## src/hw/lma_defs.svh

```systemverilog
// register offsets, field positions and reset values of the lin master assist control block
`ifndef LMA_DEFS_SVH
`define LMA_DEFS_SVH
`define LMA_ADDR_W 8
`define LMA_OFS_FEATURE 8'h80
`define LMA_OFS_ENABLE 8'h84
`define LMA_OFS_STATUS 8'ha0
`define LMA_OFS_IRQ_EN 8'ha4
`define LMA_OFS_TX_REQ 8'hd8
`define LMA_BIT_RX_MASK 0
`define LMA_BIT_TX_MASK 1
`define LMA_BIT_AUTO_FRAME 2
`define LMA_BIT_SCHED 3
`define LMA_BIT_CKS_AUTO 4
`define LMA_BIT_MODE_LO 5
`define LMA_BIT_MODE_HI 6
`define LMA_BIT_UNIT_EN 15
`define LMA_BIT_TX_REQ 0
`define LMA_STS_TX_DONE 0
`define LMA_STS_RX_DONE 1
`define LMA_STS_CKS_ERR 2
`define LMA_STS_HDR_ERR 3
`define LMA_STS_W 4
`define LMA_FEATURE_W 7
`define LMA_FEATURE_RST 7'h00
`define LMA_STS_RST 4'h0
`endif

```

## src/hw/lma_pkg.sv

```systemverilog
// types shared by the lin master assist control block
package lma_pkg;
  typedef enum logic [1:0] {
    LMA_MD_THROUGH,
    LMA_MD_BUFFER,
    LMA_MD_LIN_CONT,
    LMA_MD_LIN_STOP
  } lma_mode_e;
  typedef enum logic [1:0] {
    LMA_FS_IDLE,
    LMA_FS_WAIT_IFS,
    LMA_FS_SEND,
    LMA_FS_CKS
  } lma_frame_e;
endpackage : lma_pkg

```

## src/hw/lma_cks.sv

```systemverilog
// running lin checksum: 8-bit sum with end-around carry
`timescale 1ns/1ps
module lma_cks (
  input wire logic clk_i,        // clock
  input wire logic reset_i,      // async reset, active high
  input wire logic clear_i,      // restart the sum
  input wire logic add_i,        // accumulate byte_i
  input wire logic [7:0] byte_i, // data byte
  output logic [7:0] sum_o       // running sum, not inverted
);
  logic [7:0] sum_q;
  logic [8:0] acc;
  assign acc = {1'b0, sum_q} + {1'b0, byte_i};
  always_ff @(posedge clk_i or posedge reset_i) begin
    if (reset_i) begin
      sum_q <= 8'h00;
    end else if (clear_i) begin
      sum_q <= 8'h00;
    end else if (add_i) begin
      // the carry folded back in can never overflow again
      sum_q <= acc[7:0] + {7'h00, acc[8]};
    end
  end
  assign sum_o = sum_q;
endmodule : lma_cks

```

## src/hw/lma_ctrl.sv

```systemverilog
// control register bank and frame start logic of the lin master assist unit
//
// Functional notes
// - feature bit 4 enables automatic checksum
// - auto checksum compares received checksum byte
// - auto checksum appended when transmission runs
// - feature bit 3 enables frame scheduler
// - feature bit 2 enables automatic frame start
// - manual start launches frame on request
// - auto start launches right after interframe space
// - feature bit 1 masks tx done interrupt
// - feature bit 0 masks rx done interrupt
// - enable bit 15 runs unit clock
// - clearing enable halts and resets unit
// - mode select picks uart or lin variant
// - unimplemented bits ignore writes, read zero
//
// The address-and-strobe port was decided locally.
`timescale 1ns/1ps
`include "lma_defs.svh"
module lma_ctrl (
  input wire logic clk_i,                      // clock, 100 MHz
  input wire logic reset_i,                    // async reset, active high
  input wire logic [`LMA_ADDR_W-1:0] addr_i,   // register byte address
  input wire logic [15:0] wdata_i,             // write data
  input wire logic wr_i,                       // write strobe
  input wire logic rd_i,                       // read strobe
  output logic [15:0] rdata_o,                 // read data, cycle after rd_i
  input wire logic ifs_elapsed_i,              // interframe space over, pulse
  input wire logic tx_byte_valid_i,            // frame byte handed to uart
  input wire logic [7:0] tx_byte_i,            // that byte
  input wire logic tx_byte_last_i,             // last data byte of frame
  input wire logic rx_byte_valid_i,            // byte received by uart
  input wire logic [7:0] rx_byte_i,            // that byte
  input wire logic rx_byte_last_i,             // byte is the checksum
  input wire logic hdr_err_i,                  // header consistency error
  output logic unit_clk_en_o,                  // internal clock enable
  output logic [1:0] mode_select_o,            // operation mode
  output logic scheduler_en_o,                 // scheduler running
  output logic checksum_auto_en_o,             // auto checksum feature bit, not gated by mode or enable
  output logic frame_start_o,                  // frame launched, pulse
  output logic tx_cks_valid_o,                 // inserted checksum, pulse
  output logic [7:0] tx_cks_o,                 // inserted checksum byte
  output logic tx_done_irq_o,                  // transmission done, pulse
  output logic rx_done_irq_o,                  // reception done, pulse
  output logic irq_o                           // combined level interrupt
);
  logic [`LMA_FEATURE_W-1:0] feat_q;
  logic en_q;
  logic sched_q;
  logic tx_req_q;
  logic [`LMA_STS_W-1:0] sts_q;
  logic [`LMA_STS_W-1:0] sts_d;
  logic [`LMA_STS_W-1:0] sts_set;
  logic [`LMA_STS_W-1:0] sts_clr;
  logic [`LMA_STS_W-1:0] irq_en_q;
  lma_pkg::lma_frame_e st_q;
  lma_pkg::lma_frame_e st_d;
  lma_pkg::lma_mode_e mode;
  logic [15:0] rdata_q;
  logic frame_start_q;
  logic tx_cks_valid_q;
  logic [7:0] tx_cks_q;
  logic tx_done_irq_q;
  logic rx_done_irq_q;
  logic irq_q;
  logic start;
  logic tx_done;
  logic hdr_stop;
  logic lin;
  logic cks_auto;
  logic rx_active;
  logic rx_end;
  logic rx_done;
  logic cks_err;
  logic hdr_seen;
  logic [7:0] tx_sum;
  logic [7:0] rx_sum;
  logic wr_feat;
  logic wr_en;
  logic wr_sts;
  logic wr_irq_en;
  logic wr_tx_req;

  assign wr_feat = wr_i && (addr_i == `LMA_OFS_FEATURE);
  assign wr_en = wr_i && (addr_i == `LMA_OFS_ENABLE);
  assign wr_sts = wr_i && (addr_i == `LMA_OFS_STATUS);
  assign wr_irq_en = wr_i && (addr_i == `LMA_OFS_IRQ_EN);
  assign wr_tx_req = wr_i && (addr_i == `LMA_OFS_TX_REQ);

  assign mode = lma_pkg::lma_mode_e'(feat_q[`LMA_BIT_MODE_HI:`LMA_BIT_MODE_LO]);
  // upper mode bit selects the lin master functions
  assign lin = feat_q[`LMA_BIT_MODE_HI];
  assign cks_auto = feat_q[`LMA_BIT_CKS_AUTO] && lin;
  assign rx_active = en_q && lin;
  assign rx_end = rx_active && rx_byte_valid_i && rx_byte_last_i;
  assign rx_done = rx_end;
  assign cks_err = rx_end && cks_auto && (rx_byte_i != ~rx_sum);
  assign hdr_seen = en_q && (st_q == lma_pkg::LMA_FS_SEND) && hdr_err_i;
  // only the stopping lin variant abandons the frame on a header error
  assign hdr_stop = hdr_seen && (mode == lma_pkg::LMA_MD_LIN_STOP);

  // feature bits are frozen while the unit runs, so a live frame never sees them move
  always_ff @(posedge clk_i or posedge reset_i) begin
    if (reset_i) begin
      feat_q <= `LMA_FEATURE_RST;
    end else if (wr_feat && !en_q) begin
      feat_q <= wdata_i[`LMA_FEATURE_W-1:0];
    end
  end

  always_ff @(posedge clk_i or posedge reset_i) begin
    if (reset_i) begin
      en_q <= 1'b0;
      sched_q <= 1'b0;
    end else begin
      en_q <= wr_en ? wdata_i[`LMA_BIT_UNIT_EN] : en_q;
      sched_q <= feat_q[`LMA_BIT_SCHED] && (wr_en ? wdata_i[`LMA_BIT_UNIT_EN] : en_q);
    end
  end

  always_ff @(posedge clk_i or posedge reset_i) begin
    if (reset_i) begin
      irq_en_q <= `LMA_STS_RST;
    end else if (wr_irq_en) begin
      irq_en_q <= wdata_i[`LMA_STS_W-1:0];
    end
  end

  // software sets the request, the launch clears it; a set in the launch cycle wins
  always_ff @(posedge clk_i or posedge reset_i) begin
    if (reset_i) begin
      tx_req_q <= 1'b0;
    end else if (!en_q) begin
      tx_req_q <= 1'b0;
    end else if (wr_tx_req && wdata_i[`LMA_BIT_TX_REQ]) begin
      tx_req_q <= 1'b1;
    end else if (start) begin
      tx_req_q <= 1'b0;
    end
  end

  always_comb begin
    st_d = st_q;
    start = 1'b0;
    tx_done = 1'b0;
    if (!en_q) begin
      st_d = lma_pkg::LMA_FS_IDLE;
    end else begin
      case (st_q)
        lma_pkg::LMA_FS_IDLE: begin
          if (lin && tx_req_q) begin
            if (feat_q[`LMA_BIT_AUTO_FRAME]) begin
              st_d = lma_pkg::LMA_FS_WAIT_IFS;
            end else begin
              start = 1'b1;
              st_d = lma_pkg::LMA_FS_SEND;
            end
          end
        end
        lma_pkg::LMA_FS_WAIT_IFS: begin
          if (ifs_elapsed_i) begin
            start = 1'b1;
            st_d = lma_pkg::LMA_FS_SEND;
          end
        end
        lma_pkg::LMA_FS_SEND: begin
          if (hdr_stop) begin
            st_d = lma_pkg::LMA_FS_IDLE;
          end else if (tx_byte_valid_i && tx_byte_last_i) begin
            if (cks_auto) begin
              st_d = lma_pkg::LMA_FS_CKS;
            end else begin
              tx_done = 1'b1;
              st_d = lma_pkg::LMA_FS_IDLE;
            end
          end
        end
        lma_pkg::LMA_FS_CKS: begin
          tx_done = 1'b1;
          st_d = lma_pkg::LMA_FS_IDLE;
        end
        default: begin
          st_d = lma_pkg::LMA_FS_IDLE;
        end
      endcase
    end
  end

  always_ff @(posedge clk_i or posedge reset_i) begin
    if (reset_i) begin
      st_q <= lma_pkg::LMA_FS_IDLE;
    end else begin
      st_q <= st_d;
    end
  end

  lma_cks u_tx_cks (
    .clk_i(clk_i),
    .reset_i(reset_i),
    .clear_i(start || !en_q),
    .add_i((st_q == lma_pkg::LMA_FS_SEND) && tx_byte_valid_i),
    .byte_i(tx_byte_i),
    .sum_o(tx_sum)
  );

  lma_cks u_rx_cks (
    .clk_i(clk_i),
    .reset_i(reset_i),
    .clear_i(rx_end || !en_q),
    .add_i(rx_active && rx_byte_valid_i && !rx_byte_last_i),
    .byte_i(rx_byte_i),
    .sum_o(rx_sum)
  );

  always_ff @(posedge clk_i or posedge reset_i) begin
    if (reset_i) begin
      frame_start_q <= 1'b0;
      tx_cks_valid_q <= 1'b0;
      tx_cks_q <= 8'h00;
    end else begin
      frame_start_q <= start;
      tx_cks_valid_q <= en_q && (st_q == lma_pkg::LMA_FS_CKS);
      tx_cks_q <= (st_q == lma_pkg::LMA_FS_CKS) ? ~tx_sum : 8'h00;
    end
  end

  always_ff @(posedge clk_i or posedge reset_i) begin
    if (reset_i) begin
      tx_done_irq_q <= 1'b0;
      rx_done_irq_q <= 1'b0;
    end else begin
      tx_done_irq_q <= tx_done && !feat_q[`LMA_BIT_TX_MASK];
      rx_done_irq_q <= rx_done && !feat_q[`LMA_BIT_RX_MASK];
    end
  end

  always_comb begin
    sts_set = '0;
    sts_set[`LMA_STS_TX_DONE] = tx_done;
    sts_set[`LMA_STS_RX_DONE] = rx_done;
    sts_set[`LMA_STS_CKS_ERR] = cks_err;
    sts_set[`LMA_STS_HDR_ERR] = hdr_seen;
    sts_clr = wr_sts ? wdata_i[`LMA_STS_W-1:0] : `LMA_STS_RST;
    // a new event beats a clear written in the same cycle
    sts_d = en_q ? ((sts_q & ~sts_clr) | sts_set) : `LMA_STS_RST;
  end

  always_ff @(posedge clk_i or posedge reset_i) begin
    if (reset_i) begin
      sts_q <= `LMA_STS_RST;
      irq_q <= 1'b0;
    end else begin
      sts_q <= sts_d;
      irq_q <= |(sts_d & irq_en_q);
    end
  end

  always_ff @(posedge clk_i or posedge reset_i) begin
    if (reset_i) begin
      rdata_q <= 16'h0000;
    end else if (rd_i) begin
      case (addr_i)
        `LMA_OFS_FEATURE: rdata_q <= {9'h000, feat_q};
        `LMA_OFS_ENABLE: rdata_q <= {en_q, 15'h0000};
        `LMA_OFS_STATUS: rdata_q <= {12'h000, sts_q};
        `LMA_OFS_IRQ_EN: rdata_q <= {12'h000, irq_en_q};
        `LMA_OFS_TX_REQ: rdata_q <= {15'h0000, tx_req_q};
        default: rdata_q <= 16'h0000;
      endcase
    end else begin
      rdata_q <= 16'h0000;
    end
  end

  assign rdata_o = rdata_q;
  assign unit_clk_en_o = en_q;
  assign mode_select_o = feat_q[`LMA_BIT_MODE_HI:`LMA_BIT_MODE_LO];
  assign scheduler_en_o = sched_q;
  assign checksum_auto_en_o = feat_q[`LMA_BIT_CKS_AUTO];
  assign frame_start_o = frame_start_q;
  assign tx_cks_valid_o = tx_cks_valid_q;
  assign tx_cks_o = tx_cks_q;
  assign tx_done_irq_o = tx_done_irq_q;
  assign rx_done_irq_o = rx_done_irq_q;
  assign irq_o = irq_q;
endmodule : lma_ctrl

```

## config.mk

```make
export PLATFORM = sky130hd
export DESIGN_NAME = lma_ctrl
export DESIGN_NICKNAME = d
export VERILOG_FILES = /design/src/hw/lma_pkg.sv /design/src/hw/lma_cks.sv /design/src/hw/lma_ctrl.sv
export VERILOG_INCLUDE_DIRS = /design/src /design/src/hw
export SDC_FILE = /design/constraint.sdc
export NUM_CORES = 1
export LEC_CHECK = 0
export BUFFER_PORTS_ARGS = -buffer_cell sky130_fd_sc_hd__buf_2
export CAP_MARGIN = 0
export CORE_ASPECT_RATIO = 2
export CORE_MARGIN = 2
export CORE_UTILIZATION = 55
export CTS_CLUSTER_SIZE = 40
export DETAILED_ROUTE_END_ITERATION = 8
export PLACE_DENSITY = 0.92
export SYNTH_ARGS = -nofsm -noshare
export SYNTH_HDL_FRONTEND = slang
export SYNTH_HIERARCHICAL = 1
export SYNTH_SLANG_ARGS = --single-unit
```

## constraint.sdc

```tcl
create_clock -name clk_i -period 4.36 [get_ports clk_i]
set_input_delay 1.308 -clock clk_i [delete_from_list [all_inputs] [get_ports clk_i]]
set_output_delay 1.308 -clock clk_i [all_outputs]
set_load 0.005 [all_outputs]
```

==> After elaboration in Yosys (flattened, before gate mapping) <==
Cells that the tools add are included.
{ "op_classes": {"reduce_logical": 35, "addsub": 4, "bitwise": 6, "muxes": 31, "n_eq_ne": 14} }
{ "ops": {"columns": ["cell", "count"], "rows": [
  ["$pmux W16 S5", 1],
  ["$eq A8 B8 Y1 const B", 5],
  ["$mux W8", 5],
  ["$logic_and A1 B1 Y1", 24],
  ["$add A8 B8 Y9", 2],
  ["$add A8 B1 Y8", 2],
  ["$mux W16", 1],
  ["$not A8 Y8", 2],
  ["$mux W2", 7],
  ["$mux W1", 12],
  ["$and A4 B4 Y4", 2],
  ["$mux W4", 2],
  ["$ne A8 B8 Y1", 1],
  ["$pmux W2 S4", 1],
  ["$eq A2 B2 Y1 const B", 3],
  ["$ne A3 B3 Y1 const B", 2],
  ["$logic_not A1 Y1", 4],
  ["$ne A4 B3 Y1 const B", 1],
  ["$not A4 Y4", 1],
  ["$or A4 B4 Y4", 1],
  ["$pmux W1 S2", 2],
  ["$reduce_bool A2 Y1", 2],
  ["$reduce_or A4 Y1", 1],
  ["$ne A3 B1 Y1 const B", 1],
  ["other kinds (4)", 5]
]} }
{ "word_totals": {"out_inout_bits": 34, "elab_cells": 106, "inputBits": 50, "register_bits": 65} }

==> Depth between registers and ports, before layout <==
Gate-level depths: netlist of the first run.
{ "logic_depth": {"ltp_word": 11, "ltp_mapped": 15} }

==> By module <==
Netlist of the first run, hierarchy kept.
{ "by_module_without_submodules": {"columns": ["mod", "instances", "seq_area_each_um2", "area_per_inst_um2", "cells_each"], "rows": [
  ["lma_ctrl", 1, 1026.0, 2029.4, 191],
  ["lma_cks (u_rx_cks)", 1, 200.2, 855.8, 99],
  ["lma_cks (u_tx_cks)", 1, 200.2, 797.0, 87]
]} }

==> Least setup slack after synthesis of the first run <==
No wires, ideal clock.
{ "synth_timing": {"path_kind": "input to register", "startpoint": "in tx_byte_i[0]", "endpoint": "reg u_tx_cks.sum_q[7] (netlist: u_tx_cks/sum_o[7])", "path_slack_ps": 170, "t_arrival_ps": 4059, "path_buffers": 0, "path_stages": 12, "t_required_ps": 4229, "cell_sequence": "ha_1 fa_1 a211oi_2 o21ai_0 a21oi_1 o21bai_1 ha_1 o2111ai_1 and4bb_2 a311o_1 and4_1 or3_1"} }
{ "synth_between": {"elab_chain_len": 4} }
{ "synth_rtl": {"columns": ["item", "line_no", "text"], "rows": [
  ["from (decl)", "lma_ctrl.sv:31", "input wire logic [7:0] tx_byte_i,"],
  ["$add A8 B8 Y9", "lma_cks.sv:13", "assign acc = {1'b0, sum_q} + {1'b0, byte_i};"],
  ["$add A8 B1 Y8", "lma_cks.sv:21", "sum_q <= acc[7:0] + {7'h00, acc[8]};"],
  ["$mux W8", "lma_cks.sv:19", "end else if (add_i) begin"],
  ["$mux W8", "lma_cks.sv:17", "end else if (clear_i) begin"],
  ["to (signal assigned)", "lma_cks.sv:21", null],
  ["to (decl)", "lma_cks.sv:11", "logic [7:0] sum_q;"]
]} }
Every way passes these cells. The select of a mux whose other input is x is not followed.
A chain may end at the register's enable or synchronous reset.

==> Worst setup path in the final report of the first run <==
Same ends and word-level chain as after synthesis.

==> summary.md, run 1 <==
| Metric | Value |
|---|---|
| Run status | `complete, no violations` |
| Top FF cell, synth | `dfrtp_1` |
| Setup CP Type | `in -> reg` |
| Hold_buf cts | `0` |
| Post-synth ARST share | `100.0%` |
| Combinational share of power | `8.0%` |
| Count of cells along the worst hold path | `1` |
| Seq/Total Area, Yosys | `38.74%` |
| # port buffers | `67` |
| Synthesized flop and latch total | `57` |
| Share of cells above drive strength 1 | `27.27%` |
| Finished Cell Area | `0.004384 mm2` |
| CTS tree | `done` |
| Share of the synthesized area in the top cell type | `38.74%` |
| Pre-antenna DRT Iters | `5` |
| WP data required | `4.56 ns` |
| Final count of hold timing violations | `0` |
| Fin. max-slew vios | `0` |
| Power density over cell area | `318.1 mW/mm2` |
| Initial core utilization | `56.06%` |
| Max cap viols | `0` |
| Antenna Nets Post-Route | `0` |
| Global route overflow | `0` |
| Die Y | `119.7 um` |
| RR Endpoint | `u_tx_cks/sum_o[7]` |
| Util after Layout | `66.74%` |
| Crit share post-route | `94.29%` |
| Post-Synthesis Cells | `377` |
| Setup Buffers After CTS | `0` |
| Fmax | `243.3 MHz` |
| Post-Synthesis Cell Area | `0.003682 mm2` |
| Final setup viols | `0` |
| Clock network power share | `53.0%` |
| P_int | `0.001091 W` |
| Crit path DAT | `4.31 ns` |
| Post-CTS sizing | `0` |
| Clock tree buffer depth | `2` |
| H-tree lvl count | `3` |
| Hold_sp | `u_tx_cks/sum_o[0]` |
| # IOs | `84` |
| Min-delay worst type | `reg -> reg` |
| Synth area leader | `dfrtp_1` |
| Yosys warns | `6` |
| FF-to-FF setup slack | `0.94 ns` |
| Total design power | `0.001395 W` |
| Initial antenna violation count | `0` |
| Num rows | `42` |
| Pin count of the biggest net entering global routing | `18` |
| Vias in the first global route | `3434` |
| GP Congestion | `0.9046` |
| Worst-margin pin slew | `0.6374 ns` |
| Post-route minimum period | `4.111 ns` |
| Die area | `0.007405 mm2` |
| Switch Pwr | `0.0003037 W` |
| Clock latency on the worst-skew pair | `0.32 ns` |
| Hold Crit Endpoint | `tx_cks_o[0]` |
| Worst slew margin | `57.46%` |
| Sequential share of power | `39.0%` |
| CTS buffer count | `9` |
| R2r startpoint | `u_tx_cks/sum_o[0]` |
| Drt wl/cell | `18.40 um` |
| Fin Clk Skew | `0.006164 ns` |
| CP Launch Type | `input pin` |
| Lkg Pwr | `2.125 nW` |
| Critical path endpoint category | `register` |
| EDFF count, synth | `0` |
| Die width | `61.86 um` |
| R2R depth | `12` |
| Placed cell count | `524` |
| ANT cells | `0` |
| Largest cells by area after synthesis | `dfrtp_1, ha_1, nor2_1` |
| Drt drc | `0` |
| Final #Nets | `519` |
| HPWL after DPL | `7583 um` |
| Core ar. | `0.006569 mm2` |
| Synth cell types | `71` |
| Sw Ratio | `21.78%` |
| Via density | `5.950` |
| Max Fanout on Critical Path | `2` |
| Final Non-Filler Cells | `539` |
| Overall global routing resource usage | `29.68%` |
| Final wirelength | `9917 um` |
| RSZ-0062 raised after global routing | `false` |
| Initial drt markers | `156` |
| TritonCTS Sinks | `57` |
| Clock-pin slew on the worst setup and hold paths | `0.05 ns` |
| CTS root buf | `clkbuf_16` |
| Maximum vdd ir drop | `0.2566 mV` |
| DP Area | `0.004073 mm2` |
| Syn Area/Cell | `9.767 um2` |
| Syn-to-layout area delta | `19.06%` |
| Detailed-route via count | `3207` |
| First-pass GRT wire length | `16080 um` |
## cells in the final DEF, fill, tap and decap left out, types with 9 or more instances in the layout
cell / synthesis / routed
a21oi_1: 20 / 20
buf_2: 0 / 67
buf_4: 10 / 10
clkbuf_16: 0 / 9
dfrtp_1: 57 / 57
ha_1: 20 / 20
inv_1: 10 / 10
mux2i_1: 13 / 13
nand2_1: 29 / 29
nand4_1: 11 / 11
nor2_1: 48 / 48
o21ai_0: 10 / 10
xnor2_1: 15 / 15
## registers in the layout, indices dropped and copies added, names as in the netlist, 2 cells and up
signal	cells
u_rx_cks/sum_o	8
tx_cks_o	8
u_tx_cks/sum_o	8
rdata_o	8
st_q	2
irq_en_q	4
sts_q	4
feat_q	7
## synth_stat cells (all sizes together), types with 2 or more instances
cell type	n
dfrtp	57
nor2	49
nand2	29
a21oi	20
ha	20
buf	16
xnor2	15
mux2i	13
mux2	12
o21ai	12
nand4	11
inv	10
a211oi	9
clkbuf	9
nand3	7
xor2	7
a31oi	6
and3	6
nor3	6
or3	4
a311oi	3
a41oi	3
and2	3
nand2b	3
nor2b	3
nor4	3
o21bai	3
a21o	2
and4	2
and4b	2
fa	2
nand3b	2
nor3b	2
nor4b	2
o2111ai	2
o211ai	2
or2	2
## critical path: stages
cell	delay, ns
buf_2	0.10
ha_1	0.21
fa_1	0.42
a211oi_2	0.28
o21ai_0	0.18
a21oi_1	0.20
o21bai_1	0.13
ha_1	0.25
o2111ai_1	0.07
and4bb_2	0.28
a311o_1	0.33
and4_1	0.19
or3_1	0.37
## cell type report
cell class | count | area, um2
clock buffer | 12 | 246.5
clock inverter | 3 | 65.06
fill | 513 | 2185
inverter | 11 | 41.29
multi-input combinational | 291 | 2085
sequential | 57 | 1426
tap | 88 | 110.1
timing repair buffer | 77 | 410.4
## cell families after synthesis
| kind of cell | Yosys count | share of synthesized area, % |
|---|---|---|
| flip-flops | 57 | 38.74 |
| buffers and inverters | 36 | 5.368 |
| XOR/XNOR | 22 | 5.233 |
| adder cells (fa/ha/maj) | 22 | 7.883 |
| AND/OR/NAND/NOR | 141 | 20.90 |
| multiplexers | 25 | 8.019 |
| other | 1 | 0.1018 |
| AO/OA/AOI/OAI | 73 | 13.76 |
## metal layers
| metal | up-vias | GRT usage (%) | part of all wire [%] |
|---|---|---|---|
| met5 | - | 0 | 0 |
| met4 | 0 | 20.21 | 5.8 |
| met3 | 40 | 9.052 | 5.0 |
| met2 | 135 | 52.11 | 57 |
| met1 | 1547 | 26.62 | 32 |
| li1 | 1485 | - | - |
## power by group through the flow
stage	combinational, W	sequential, W	clock, W
6_report	0.000111	0.000545	0.000739
3_3_place_gp	0.000104	0.000552	0
2_1_floorplan	0.0000714	0.000548	0
4_1_cts	0.000110	0.000544	0.000749
3_5_place_dp	0.000109	0.000553	0
5_1_grt	0.000124	0.000545	0.000771
## stage by stage
stage,hold WS [ns],setup WS [ns],setup TNS [ns]
after floorplan,0.4215,0.1702,0
after global placement,0.4453,-0.01255,-0.01255
after detailed placement,0.4589,-0.07125,-0.07125
after CTS,0.4685,0.2806,0
after global routing,0.4971,0.09434,0
final,0.4717,0.2492,0
## how the worst max path moves through the flow
stage / start / endpoint / slack (ns) / cells after the start
finish: tx_byte_i[0] / u_tx_cks/sum_o[7] / 0.25 / 13
global route: rx_byte_i[0] / u_rx_cks/sum_o[5] / 0.09 / 15
CTS: tx_byte_i[0] / u_tx_cks/sum_o[7] / 0.28 / 13
detailed placement: tx_byte_i[0] / u_tx_cks/sum_o[7] / -0.07 / 13
global placement: tx_byte_i[0] / u_tx_cks/sum_o[7] / -0.01 / 13
floorplan: tx_byte_i[0] / u_tx_cks/sum_o[7] / 0.17 / 12
No activity file was read; power rests on OpenSTA's default activity.
==> inputs of run 2 (changes only) <==
--- a/config.mk
+++ b/config.mk
@@ -10,10 +10,10 @@
 export CAP_MARGIN = 0
 export CORE_ASPECT_RATIO = 2
 export CORE_MARGIN = 2
-export CORE_UTILIZATION = 55
+export CORE_UTILIZATION = 50
 export CTS_CLUSTER_SIZE = 40
 export DETAILED_ROUTE_END_ITERATION = 8
-export PLACE_DENSITY = 0.92
+export PLACE_DENSITY = 0.86
 export SYNTH_ARGS = -nofsm -noshare
 export SYNTH_HDL_FRONTEND = slang
 export SYNTH_HIERARCHICAL = 1
==> summary.md, run 2 (synthesis gave the netlist of run 1 again) <==
| Metric | Value |
|---|---|
| Run status | `complete, no violations` |
| Placed cell count | `528 (+0.76%)` |
| Clock network power share | `51.2% (-1.8 points)` |
| Antenna Nets Post-Route | `0 (unchanged)` |
| Setup CP Type | `in -> reg` |
| Clock tree buffer depth | `2 (unchanged)` |
| H-tree lvl count | `3 (unchanged)` |
| ANT cells | `0 (unchanged)` |
| Most common cell after layout, fill and taps aside | `buf_2` |
| Post-Route Setup TNS | `0 ns (unchanged)` |
| Min-delay worst type | `reg -> reg` |
| Max Fanout on Critical Path | `2 (unchanged)` |
| # IOs | `84 (unchanged)` |
| Fin. max-slew vios | `0 (unchanged)` |
| Worst slew margin | `35.44% (-22 points)` |
| Final Non-Filler Cells | `544 (+0.93%)` |
| CTS root buf | `clkbuf_16` |
| Initial core utilization | `51.06% (-5.0 points)` |
| Hold_buf cts | `0 (unchanged)` |
| Fin Clk Skew | `0.005136 ns (-0.001027 ns)` |
| Drt wl/cell | `17.05 um (-7.3%)` |
| CTS tree | `done` |
| Sequential share of power | `40.6% (+1.6 points)` |
| Crit path DAT | `4.31 ns (about the same)` |
| P_int | `0.001035 W (-5.1%)` |
| Post-route minimum period | `4.120 ns (+0.008779 ns)` |
| Via density | `5.879 (-1.2%)` |
| WP data required | `4.55 ns (about the same)` |
| Die Y | `125.4 um (+4.7%)` |
| Fillers | `595 (+16%)` |
| Crit share post-route | `94.49% (+0.20 points)` |
| Critical path endpoint category | `register` |
| Pre-antenna DRT Iters | `5 (unchanged)` |
| TritonCTS Sinks | `57 (unchanged)` |
| Lkg Pwr | `2.114 nW (-0.52%)` |
| Util after Layout | `60.67% (-6.1 points)` |
| Drt drc | `0 (unchanged)` |
| Overall global routing resource usage | `23.88% (-5.8 points)` |
| CP Launch Type | `input pin` |
| Final setup viols | `0 (unchanged)` |
| Core ar. | `0.007212 mm2 (+9.8%)` |
| Die width | `64.68 um (+4.6%)` |
| Final count of hold timing violations | `0 (unchanged)` |
| GP Congestion | `0.8546 (-5.5%)` |
| Initial antenna violation count | `0 (unchanged)` |
| Hold_ws | `0.4646 ns (-0.007101 ns)` |
| # port buffers | `67 (unchanged)` |
| Die area | `0.008108 mm2 (+9.5%)` |
| Clock latency on the worst-skew pair | `0.32 ns (about the same)` |
| Power density over cell area | `305.9 mW/mm2 (-3.8%)` |
| Worst-margin pin slew | `0.9674 ns (+0.3300 ns)` |
| Syn-to-layout area delta | `18.82%` |
| Initial drt markers | `112 (-28%)` |
| Share of cells above drive strength 1 | `27.65% (+0.38 points)` |
| Num rows | `44 (+4.8%)` |
| Maximum vdd ir drop | `0.2606 mV (+1.6%)` |
| Pin count of the biggest net entering global routing | `27 (+9)` |
| Fmax | `242.7 MHz (-0.21%)` |
| Switch Pwr | `0.0003037 W (about the same)` |
| First-pass GRT wire length | `15040 um (-6.4%)` |
| Final wirelength | `9276 um (-6.5%)` |
| Sw Ratio | `22.69% (+0.91 points)` |
| Combinational share of power | `8.2% (+0.2 points)` |
| Post-CTS sizing | `0 (unchanged)` |
| Global route overflow | `0 (unchanged)` |
| Detailed-route via count | `3198 (-0.28%)` |
| Final #Nets | `519 (unchanged)` |
| Max cap viols | `0 (unchanged)` |
| CTS buffer count | `9 (unchanged)` |
| RSZ-0062 raised after global routing | `false` |
| Clock-pin slew on the worst setup and hold paths | `0.05 ns (about the same)` |
| HPWL after DPL | `7290 um (-3.9%)` |
| Vias in the first global route | `3351 (-2.4%)` |
| Setup Buffers After CTS | `0 (unchanged)` |
| Most frequent cells in the layout | `buf_2, dfrtp_1, nor2_1` |
[run 2: cell count changes in the layout (fill, tap and decap cells not counted), sizes merged]
cell / delta
clkinvlp: +2
clkbuf: -1
bufinv: -1
clkinv: +1
[run 2: power groups by stage]
stage / registers [W] / clock network, W / logic [W]
final: 0.000544 / 0.000685 / 0.000110
after global routing: 0.000544 / 0.000716 / 0.000122
after CTS: 0.000544 / 0.000695 / 0.000110
after detailed placement: 0.000553 / 0 / 0.000109
after global placement: 0.000552 / 0 / 0.000104
after floorplan: 0.000548 / 0 / 0.0000714
[run 2: path summary, 6_finish.rpt]
path | start | endpoint | slack [ns] | cells past startpoint
max | tx_byte_i[0] | u_tx_cks/sum_o[7] | 0.24 | 13
min | feat_q[0] | rx_done_irq_o | 0.46 | 1
max reg2reg | u_tx_cks/sum_o[0] | u_tx_cks/sum_o[7] | 0.92 | 12
min reg2reg | feat_q[0] | rx_done_irq_o | 0.46 | 1
max in group asynchronous | reset_i | sts_q[0] | 2.43 | 3
min in group asynchronous | reset_i | u_rx_cks/sum_o[4] | 0.97 | 2
[run 2: layout make-up]
class / count / area, um2 / area share, %
multi-input combinational: 291 / 2085 / 47.64
sequential: 57 / 1426 / 32.60
timing repair buffer: 77 / 410.4 / 9.379
clock buffer: 11 / 242.7 / 5.548
tap: 92 / 115.1 / 2.631
clock inverter: 5 / 55.05 / 1.258
inverter: 11 / 41.29 / 0.9437
[run 2: worst max-delay path: stages]
cell and delay, ns:
buf_2 0.10, ha_1 0.22, fa_1 0.42, a211oi_2 0.30, o21ai_0 0.16, a21oi_1 0.20
o21bai_1 0.13, ha_1 0.23, o2111ai_1 0.06, and4bb_2 0.27, a311o_1 0.35, and4_1 0.19
or3_1 0.36
[run 2: routing by layer]
layer  track usage, %  up-vias  share of wire, %
met2            46.57      139                59
met1            22.65     1541                33
met4            13.52        0               3.4
met5                0        -                 0
li1                 -     1490                 -
met3            3.147       28               4.1
[run 2: stage by stage]
step | power, W | worst slack, ns | instance area [um2]
floorplan | 0.0006193 | 0.1702 | 3709
global placement | 0.0006559 | -0.01115 | 4078
detailed placement | 0.0006613 | -0.05960 | 4078
CTS | 0.001349 | 0.2766 | 4375
global route | 0.001382 | 0.1191 | 4375
finish | 0.001339 | 0.2404 | 4375
